File: src/verilog/afc_pkg.sv
package afc_pkg;
  // Register offsets (byte addresses)
  localparam logic [7:0] REG_CTRL = 8'h00;
  localparam logic [7:0] REG_ADDR = 8'h04;
  localparam logic [7:0] REG_WDATA = 8'h08;
  localparam logic [7:0] REG_STATUS = 8'h0c;
  localparam logic [7:0] REG_RDATA = 8'h10;
  // Control fields
  localparam int CTRL_GO_BIT = 0;
  localparam int CTRL_OP_LSB = 1;
  localparam int CTRL_OP_W = 2;
  localparam int CTRL_RESET_BIT = 3;
  localparam int CTRL_BYTE_BIT = 4;
  localparam int CTRL_CMD_LSB = 8;
  // Status fields
  localparam int STAT_BUSY_BIT = 0;
  localparam int STAT_RB_BIT = 1;
  localparam int STAT_RESET_BIT = 2;
  localparam int STAT_PFAIL_BIT = 3;
  localparam int STAT_PROT_BIT = 4;
  // Bus response codes
  localparam logic [1:0] RESP_OKAY = 2'b00;
  localparam logic [1:0] RESP_SLVERR = 2'b10;
  // Operation codes
  localparam logic [1:0] OP_READ = 2'h0;
  localparam logic [1:0] OP_WRITE = 2'h1;
  localparam logic [1:0] OP_CMD2 = 2'h2;
  localparam logic [1:0] OP_RESET = 2'h3;
  // Device commands and values
  localparam logic [7:0] CMD_READ_ARRAY = 8'hff;
  localparam logic [7:0] CMD_READ_ID = 8'h90;
  localparam logic [7:0] CMD_OTP_PROG = 8'hc0;
  localparam logic [15:0] OTP_LOCK_DATA = 16'hfffd;
  localparam logic [21:0] OTP_LOCK_ADDR = 22'h000080;
  localparam int PFAIL_SR_BIT = 4;
  localparam int PROT_SR_BIT = 1;
  // Timing (ns) and cycle counts at 100 MHz
  localparam int CLK_PERIOD_NS = 10;
  localparam int RESET_LOW_NS = 100;
  localparam int RESET_LOW_CYC = (RESET_LOW_NS + CLK_PERIOD_NS - 1) / CLK_PERIOD_NS;
  localparam int WAKE_READ_NS = 150;
  localparam int WAKE_READ_CYC = (WAKE_READ_NS + CLK_PERIOD_NS - 1) / CLK_PERIOD_NS;
  localparam int WAKE_WRITE_NS = 150;
  localparam int WAKE_WRITE_CYC = (WAKE_WRITE_NS + CLK_PERIOD_NS - 1) / CLK_PERIOD_NS;
  localparam int PHASE_NS = 70;
  localparam int PHASE_CYC = (PHASE_NS + CLK_PERIOD_NS - 1) / CLK_PERIOD_NS;
  localparam int CNT_W = 8;
endpackage

File: src/verilog/afc_host.sv
// Contract
// - Host holds reset_powerdown_n low for at least 100 ns.
// - Host waits reset-to-output-valid time before trusting read data.
// - Host waits reset-to-write time before writing any command.
// - Flash reset is driven from the same reset as the processor.
// - Command 90H selects one-time block reads; FFH returns to array.
// - One-time programming is C0H, then one write with address and data.
// - Lock the one-time block with C0H, then FFFDH at address 80H.
// - Host gives block address for block commands, any address otherwise.
// - Host never drives output enable and write strobe low together.
`timescale 1ns/100ps
module afc_host #(
  parameter int ADDR_W = 22
) (
  // Clock and reset
  input wire logic clk_sys,
  input wire logic rst_b,
  // AXI4-Lite write address and data
  input wire logic [7:0] s_axi_awaddr,
  input wire logic s_axi_awvalid,
  output logic s_axi_awready,
  input wire logic [31:0] s_axi_wdata,
  input wire logic [3:0] s_axi_wstrb,
  input wire logic s_axi_wvalid,
  output logic s_axi_wready,
  // AXI4-Lite write response
  output logic [1:0] s_axi_bresp,
  output logic s_axi_bvalid,
  input wire logic s_axi_bready,
  // AXI4-Lite read
  input wire logic [7:0] s_axi_araddr,
  input wire logic s_axi_arvalid,
  output logic s_axi_arready,
  output logic [31:0] s_axi_rdata,
  output logic [1:0] s_axi_rresp,
  output logic s_axi_rvalid,
  input wire logic s_axi_rready,
  // Flash pins
  output logic [ADDR_W-1:0] flash_addr,
  output logic flash_ce_n,
  output logic flash_oe_n,
  output logic flash_we_n,
  output logic reset_powerdown_n,
  output logic flash_byte_n,
  input wire logic [15:0] flash_dq_i,
  output logic [15:0] flash_dq_o,
  output logic flash_dq_oe,
  input wire logic ready_busy_n
);
  if (ADDR_W < 8 || ADDR_W > 22)
  begin
    $error("ADDR_W out of range");
  end

  typedef enum logic [2:0] {
    ST_IDLE = 3'b000,
    ST_RST = 3'b001,
    ST_WAKE = 3'b010,
    ST_RD = 3'b011,
    ST_WR = 3'b100,
    ST_WR_END = 3'b101,
    ST_GAP = 3'b110
  } afc_state_t;

  afc_state_t state_r, state_nxt;
  logic [afc_pkg::CNT_W-1:0] cnt_r;
  logic [31:0] ctrl_r;
  logic [ADDR_W-1:0] addr_r;
  logic [15:0] wdata_r, rdata_r;
  logic second_r;
  logic awake_r;
  logic [7:0] last_cmd_r;
  logic rb_sync, rb_sync_n;
  logic [15:0] dq_sync;

  // Ready/busy floats high via pull-up; sampled through two flops
  afc_sync #(.WIDTH(1)) u_rb_sync (
    .clk_sys(clk_sys),
    .rst_b(rst_b),
    .async_in(ready_busy_n),
    .sync_out(rb_sync_n)
  );
  assign rb_sync = ~rb_sync_n;
  // Data bus stands for the whole read phase, so two flops of delay cost nothing
  afc_sync #(.WIDTH(16)) u_dq_sync (
    .clk_sys(clk_sys), .rst_b(rst_b), .async_in(flash_dq_i), .sync_out(dq_sync)
  );

  // AXI write path: both channels accepted together while no response is pending
  wire wr_fire = s_axi_awvalid && s_axi_wvalid && s_axi_awready && s_axi_wready;
  wire rd_fire = s_axi_arvalid && s_axi_arready;
  wire busy = (state_r != ST_IDLE);
  wire hit_ctrl = (s_axi_awaddr == afc_pkg::REG_CTRL);
  wire hit_addr = (s_axi_awaddr == afc_pkg::REG_ADDR);
  wire hit_wdata = (s_axi_awaddr == afc_pkg::REG_WDATA);
  wire wr_ok = hit_ctrl || hit_addr || hit_wdata;
  wire go = wr_fire && hit_ctrl && s_axi_wstrb[0] && s_axi_wdata[afc_pkg::CTRL_GO_BIT] && !busy;
  wire [1:0] go_op = s_axi_wdata[afc_pkg::CTRL_OP_LSB +: afc_pkg::CTRL_OP_W];
  wire [1:0] cur_op = ctrl_r[afc_pkg::CTRL_OP_LSB +: afc_pkg::CTRL_OP_W];
  wire [7:0] cur_cmd = ctrl_r[afc_pkg::CTRL_CMD_LSB +: 8];
  wire cnt_done = (cnt_r == '0);

  // Lock write detection for status: C0H then FFFDH at 80H
  wire lock_seq = (last_cmd_r == afc_pkg::CMD_OTP_PROG) && (addr_r == afc_pkg::OTP_LOCK_ADDR[ADDR_W-1:0])
    && (wdata_r == afc_pkg::OTP_LOCK_DATA);

  wire [31:0] status_w = {26'h0, 1'b0, lock_seq & second_r, 1'b0, !awake_r, rb_sync, busy};
  wire [31:0] rd_mux = (s_axi_araddr == afc_pkg::REG_CTRL) ? ctrl_r :
    (s_axi_araddr == afc_pkg::REG_ADDR) ? 32'(addr_r) :
    (s_axi_araddr == afc_pkg::REG_WDATA) ? {16'h0, wdata_r} :
    (s_axi_araddr == afc_pkg::REG_STATUS) ? status_w :
    (s_axi_araddr == afc_pkg::REG_RDATA) ? {16'h0, rdata_r} : 32'h0;
  wire rd_ok = (s_axi_araddr <= afc_pkg::REG_RDATA) && (s_axi_araddr[1:0] == 2'b00);

  // Sequencer
  always_comb
  begin
    state_nxt = state_r;
    case (state_r)
      ST_IDLE:
      begin
        if (go)
        begin
          if (go_op == afc_pkg::OP_RESET)
            state_nxt = ST_RST;
          else if (go_op == afc_pkg::OP_READ)
            state_nxt = ST_RD;
          else
            state_nxt = ST_WR;
        end
      end
      ST_RST: if (cnt_done) state_nxt = ST_WAKE;
      ST_WAKE: if (cnt_done) state_nxt = ST_IDLE;
      ST_RD: if (cnt_done) state_nxt = ST_GAP;
      ST_WR: if (cnt_done) state_nxt = ST_WR_END;
      ST_WR_END: state_nxt = ST_GAP;
      ST_GAP:
      begin
        if (cnt_done)
          state_nxt = (cur_op == afc_pkg::OP_CMD2 && !second_r) ? ST_WR : ST_IDLE;
      end
      default: state_nxt = ST_IDLE;
    endcase
  end

  // Reset-time wait, asserted from system reset too
  wire [afc_pkg::CNT_W-1:0] cnt_load =
    (state_nxt == ST_RST) ? afc_pkg::CNT_W'(afc_pkg::RESET_LOW_CYC - 1) :
    (state_nxt == ST_WAKE) ? afc_pkg::CNT_W'((afc_pkg::WAKE_READ_CYC > afc_pkg::WAKE_WRITE_CYC ?
      afc_pkg::WAKE_READ_CYC : afc_pkg::WAKE_WRITE_CYC) - 1) : afc_pkg::CNT_W'(afc_pkg::PHASE_CYC - 1);

  always_ff @(posedge clk_sys)
  begin
    if (!rst_b)
    begin
      state_r <= ST_RST;
      cnt_r <= afc_pkg::CNT_W'(afc_pkg::RESET_LOW_CYC - 1);
    end
    else
    begin
      state_r <= state_nxt;
      cnt_r <= (state_nxt != state_r) ? cnt_load : (cnt_done ? cnt_r : cnt_r - 1'b1);
    end
  end

  // Register file
  always_ff @(posedge clk_sys)
  begin
    if (!rst_b)
    begin
      ctrl_r <= 32'h0;
      addr_r <= '0;
      wdata_r <= 16'h0;
    end
    else if (wr_fire)
    begin
      if (hit_ctrl && !busy)
        ctrl_r <= s_axi_wdata & ~(32'h1 << afc_pkg::CTRL_GO_BIT);
      else if (hit_addr && !busy)
        addr_r <= s_axi_wdata[ADDR_W-1:0];
      else if (hit_wdata && !busy)
        wdata_r <= s_axi_wdata[15:0];
    end
  end

  // Device state tracking
  always_ff @(posedge clk_sys)
  begin
    if (!rst_b)
    begin
      second_r <= 1'b0;
      awake_r <= 1'b0;
      last_cmd_r <= afc_pkg::CMD_READ_ARRAY;
      rdata_r <= 16'h0;
    end
    else
    begin
      if (state_r == ST_RST)
        awake_r <= 1'b0;
      else if (state_r == ST_WAKE && cnt_done)
        awake_r <= 1'b1;
      if (go)
        second_r <= 1'b0;
      else if (state_r == ST_GAP && cnt_done && cur_op == afc_pkg::OP_CMD2)
        second_r <= 1'b1;
      if (state_r == ST_WR_END && !second_r)
        last_cmd_r <= cur_cmd;
      if (state_r == ST_RD && cnt_done)
        rdata_r <= ctrl_r[afc_pkg::CTRL_BYTE_BIT] ? dq_sync : {8'h00, dq_sync[7:0]};
    end
  end

  // Pins, all from flops
  wire wr_phase = (state_nxt == ST_WR);
  wire rd_phase = (state_nxt == ST_RD);
  // Command byte taken from the bus at the start edge, as ctrl_r loads on that same edge
  wire [15:0] wr_val = (state_r == ST_IDLE && go_op == afc_pkg::OP_CMD2) ?
    {8'h00, s_axi_wdata[afc_pkg::CTRL_CMD_LSB +: 8]} : wdata_r;

  always_ff @(posedge clk_sys)
  begin
    if (!rst_b)
    begin
      reset_powerdown_n <= 1'b0;
      flash_ce_n <= 1'b1;
      flash_oe_n <= 1'b1;
      flash_we_n <= 1'b1;
      flash_dq_oe <= 1'b0;
      flash_dq_o <= 16'h0;
      flash_addr <= '0;
      flash_byte_n <= 1'b1;
    end
    else
    begin
      reset_powerdown_n <= (state_nxt != ST_RST);
      flash_ce_n <= !(wr_phase || rd_phase);
      flash_oe_n <= !rd_phase;
      flash_we_n <= !wr_phase;
      flash_dq_oe <= wr_phase;
      if (wr_phase && state_r != ST_WR)
        flash_dq_o <= wr_val;
      flash_addr <= addr_r;
      flash_byte_n <= go ? s_axi_wdata[afc_pkg::CTRL_BYTE_BIT] : ctrl_r[afc_pkg::CTRL_BYTE_BIT];
    end
  end

  // Ready a cycle after valid; the response only follows the handshake
  always_ff @(posedge clk_sys)
  begin
    if (!rst_b)
    begin
      s_axi_awready <= 1'b0;
      s_axi_wready <= 1'b0;
      s_axi_bvalid <= 1'b0;
      s_axi_bresp <= afc_pkg::RESP_OKAY;
      s_axi_arready <= 1'b0;
      s_axi_rvalid <= 1'b0;
      s_axi_rdata <= 32'h0;
      s_axi_rresp <= afc_pkg::RESP_OKAY;
    end
    else
    begin
      s_axi_awready <= s_axi_awvalid && s_axi_wvalid && !s_axi_awready && !s_axi_bvalid;
      s_axi_wready <= s_axi_awvalid && s_axi_wvalid && !s_axi_wready && !s_axi_bvalid;
      if (wr_fire)
      begin
        s_axi_bvalid <= 1'b1;
        s_axi_bresp <= wr_ok ? afc_pkg::RESP_OKAY : afc_pkg::RESP_SLVERR;
      end
      else if (s_axi_bready)
        s_axi_bvalid <= 1'b0;
      s_axi_arready <= s_axi_arvalid && !s_axi_arready && !s_axi_rvalid;
      if (rd_fire)
      begin
        s_axi_rvalid <= 1'b1;
        s_axi_rdata <= rd_ok ? rd_mux : 32'h0;
        s_axi_rresp <= rd_ok ? afc_pkg::RESP_OKAY : afc_pkg::RESP_SLVERR;
      end
      else if (s_axi_rready)
        s_axi_rvalid <= 1'b0;
    end
  end
endmodule

File: src/verilog/afc_sync.sv
`timescale 1ns/100ps
module afc_sync #(
  parameter int WIDTH = 1
) (
  // Clock and reset
  input wire logic clk_sys,
  input wire logic rst_b,
  // Level in and out
  input wire logic [WIDTH-1:0] async_in,
  output logic [WIDTH-1:0] sync_out
);
  logic [WIDTH-1:0] meta_r;

  always_ff @(posedge clk_sys)
  begin
    if (!rst_b)
    begin
      meta_r <= '0;
      sync_out <= '0;
    end
    else
    begin
      meta_r <= async_in;
      sync_out <= meta_r;
    end
  end
endmodule
File: config.mk
export PLATFORM = sky130hd
export DESIGN_NAME = afc_host
export DESIGN_NICKNAME = d
export VERILOG_FILES = /design/src/verilog/afc_pkg.sv /design/src/verilog/afc_host.sv /design/src/verilog/afc_sync.sv
export SDC_FILE = /design/constraint.sdc
export NUM_CORES = 1
export LEC_CHECK = 0
export ABC_AREA = 1
export BUFFER_PORTS_ARGS = -buffer_cell sky130_fd_sc_hd__buf_4
export CORE_MARGIN = 3
export CORE_UTILIZATION = 35
export CTS_CLUSTER_DIAMETER = 80
export DETAILED_ROUTE_END_ITERATION = 6
export PLACE_DENSITY_LB_ADDON = 0.3
export SLEW_MARGIN = 20
export SYNTH_ARGS = -nofsm -noshare
export SYNTH_HDL_FRONTEND = slang
export SYNTH_HIERARCHICAL = 1
export SYNTH_SLANG_ARGS = --single-unit
export TNS_END_PERCENT = 30
File: constraint.sdc
create_clock -name clk_sys -period 4.8 [get_ports clk_sys]
set_input_delay 0.24 -clock clk_sys [delete_from_list [all_inputs] [get_ports clk_sys]]
set_output_delay 0.24 -clock clk_sys [all_outputs]
set_load 0.03 [all_outputs]
==> metrics <==
adder-cell share of the synthesized area=0.00435; antenna violations before repair=1; CP required=5.25 ns; IO Pins=about 160; Final Hold Fails=0; vias in the first global route=between 7000 and 8000; Pre-antenna DRT Iters=5; R2R setup slack=around 1.9 ns; initial core utilization=0.362; number of buffers created by CTS=25; DPL Wire Length=18.1 mm; area post-placement=~10000 um2; Detail Route Antenna Nets=0; Syn Inst Count=approximately 1100; die height=~160 um; sequential cell area=approximately 4500 um2; share of cells above drive strength 1=0.183; period utilisation layout=0.603; CTS Root Buffer Type=clkbuf_16; Worst EP arrival=around 3.3 ns; R2R Path End=flash_dq_o[1]$_SDFFE_PN0P_; Syn-to-layout area delta=31.6%; Final Core Density=0.477; post-route cell area=between 10000 and 15000 um2; endpoints failing setup=0; Tot GR Track Use=0.187; CTS sink count=223; Max-Cap Viols=0; Seq/Total Area, Yosys=0.517; CTS tree=built; Synth top area share=0.517; Hold Crit Class=input port to flop; Worst Setup Start Kind=flop; Post-Synth Simple-Gate Area=0.191; xor and xnor fraction of the mapped netlist area=0.00507; multi-input logic area=between 3000 and 4000 um2; H-Tree Depth=1; #FFs+latches synth=between 200 and 250; gpl congestion=between 0.8 and 0.9; grt total ovfl=0; worst relative slew slack=0.317; R2R Path Start=cnt_r[0]$_SDFFE_PN1P_; Synth Area in Compound Gates=0.179; clock skew=0.0125 ns; iteration-0 DRC count of the detailed router=624; Max IR drop VDD=about 0.21 mV; wire length per cell=between 15 and 20 um; PortBufs=~160; Worst R2R Path Depth=10; first-pass GRT wire length=around 40 mm; largest net degree at the start of global routing=slightly above 70; post-CTS setup buffer count=0; final hold slack=0.0118 ns; Final #Nets=~1400; asr flop ratio synth=0; clock-pin transition on the worst setup and hold timing paths=approximately 0.060 ns; DIE AREA=~27000 um2; Fin Setup TNS=0 ns; Vias/cell=4.87; status=finished, final reports clean; Vias=7869; P per Cell Area=between 300 and 400 nW/um2; # rows=56; fmax=approximately 0.35 GHz; Die Width=about 160 um; Slew Limit Fails=0; fillers=about 2400; largest family of logic cells by synthesized area=simple AND/OR/NAND/NOR gates; CP max FO=33; Crit Path Class=flop to flop; post-synthesis average cell area=7.84 um2; RSZ-0062 raised after global routing=no; Mapped Area=8630 um2; static leakage=5.15 nW; largest cells by area after synthesis=dfxtp_1 (52%), nand2_1 (8.3%), inv_1 (6.8%); DRC=0; clk_lat worst skew=~0.52 ns; Tot Pwr=4.43 mW; Core ar.=roughly 24000 um2; CP startpoint=cnt_r[0]$_SDFFE_PN1P_; cell accounting for the most synthesized area=dfxtp_1; Post-synth EDFFs=0; main flop type after synthesis=dfxtp_1; Clock Path Buffers=3; Worst setup endpoint=flash_dq_o[1]$_SDFFE_PN0P_; Slew @ Worst Pin=1.02 ns; Synth Warn #=6; Unique masters post-synth=37; final wirelength=around 25 mm; multiplexer share of the synthesized area=0; CP endpoint kind=flop; Period minus WS final=a little under 3 ns
[layout by cell type (no fill, tap or decap), drive strengths merged]
master and count:
a211oi 29, a21oi 112, a22oi 1, a31oi 10, a32oi 1, buf 164, bufinv 4, clkbuf 37
clkinv 2, clkinvlp 2, conb 2, dfxtp 223, diode 1, dlygate4sd3 45, ha 3, inv 163
nand2 199, nand3 38, nand4 15, nor2 98, nor3 11, nor3b 2, nor4 11, o211ai 12
o21ai 85, o221ai 11, o22ai 12, xnor2 2, xor2 3
[logic make-up (layout without fill, tap and decap cells)]
kind of cell | count (synthesis) | after routing
buf+inv | 222 | 417
fa+ha+maj | 3 | 3
compound gates | 273 | 273
flops | 223 | 223
simple gates | 374 | 374
xor+xnor | 5 | 5
other cells | 1 | 3
[sequential cells by signal, indices dropped and copies added (netlist names), 3 cells and up]
register and count:
u_dq_sync/sync_out 16, state_r 3, addr_r 22, flash_dq_o 16, wdata_r 16, ctrl_r 31, u_dq_sync/meta_r 16, cnt_r 8
s_axi_rdata 32, flash_addr 22, last_cmd_r 8, rdata_r 16
[per-stage QoR]
stage / cells / setup WS (ns)
after floorplan: 1102 / 2.92
after global placement: 1525 / 1.97
after detailed placement: 1525 / 1.95
after CTS: 1616 / 1.92
after global routing: 1616 / 1.58
final: 1617 / 1.91
[how the worst min path moves through the flow]
stage,endpoint,slack [ns],start,depth (start not counted)
after floorplan,u_dq_sync/sync_out[13]$_SDFF_PN0_,0.33,rst_b,2
after global placement,u_dq_sync/sync_out[0]$_SDFF_PN0_,0.40,u_dq_sync/meta_r[0]$_SDFF_PN0_,2
after detailed placement,u_dq_sync/sync_out[0]$_SDFF_PN0_,0.40,u_dq_sync/meta_r[0]$_SDFF_PN0_,2
after CTS,wdata_r[9]$_SDFFE_PN0P_,0.002,s_axi_wdata[9],3
after global routing,flash_dq_o[4]$_SDFFE_PN0P_,0.03,s_axi_wdata[12],3
final,wdata_r[9]$_SDFFE_PN0P_,0.01,s_axi_wdata[9],3
[layout make-up]
cell class / instances / share of cell area
sequential: 223 / 0.393
inverter: 162 / 0.0535
timing repair buffer: 209 / 0.148
clock inverter: 9 / 0.0135
antenna: 1 / 0.000220
multi-input combinational: 657 / 0.290
tap: 319 / 0.0351
clock buffer: 37 / 0.0669
[repair_timing]
item	CTS	global route
hold buffers	45	0
hold endpoints to repair	50	0
resized for setup	0	0
[synth_stat cells (5+ instances only)]
| cell type | count |
|---|---|
| dfxtp_1 | 223 |
| nand2_1 | 192 |
| inv_1 | 157 |
| a21oi_1 | 112 |
| nor2_1 | 89 |
| o21ai_0 | 80 |
| clkbuf_1 | 42 |
| nand3_1 | 35 |
| a211oi_1 | 29 |
| nand4_1 | 13 |
| o211ai_1 | 12 |
| o22ai_1 | 12 |
| nor4_1 | 11 |
| o221ai_1 | 11 |
| a31oi_1 | 10 |
| nor3_1 | 10 |
| nand2_2 | 6 |
| buf_2 | 5 |
| buf_6 | 5 |
| inv_2 | 5 |
| o21ai_1 | 5 |
[power breakdown]
part | internal, mW | switching, mW | total [mW]
Sequential | 1.90 | 0.0286 | 1.92
Clock | 1.31 | 0.761 | 2.07
Combinational | 0.171 | 0.263 | 0.433
[per-layer routing]
layer / GRT usage / vias up / part of all wire
met2: 0.321 / 233 / 0.48
met1: 0.241 / 3630 / 0.43
li1: - / 3954 / -
met5: 0 / - / 0
met3: 0.0340 / 52 / 0.063
met4: 0.0507 / 0 / 0.029
[critical path, cell delays in order (launching register included)]
cell,delay [ns]
dfxtp_1,0.32
inv_1,0.11
ha_1,0.22
nand2_2,0.10
nor2_4,0.30
nand2_1,0.67
nand3_2,0.36
nand2_4,0.15
nor2_8,0.28
o21ai_0,0.13
a31oi_1,0.18
Power figures use the tool's default switching activity.
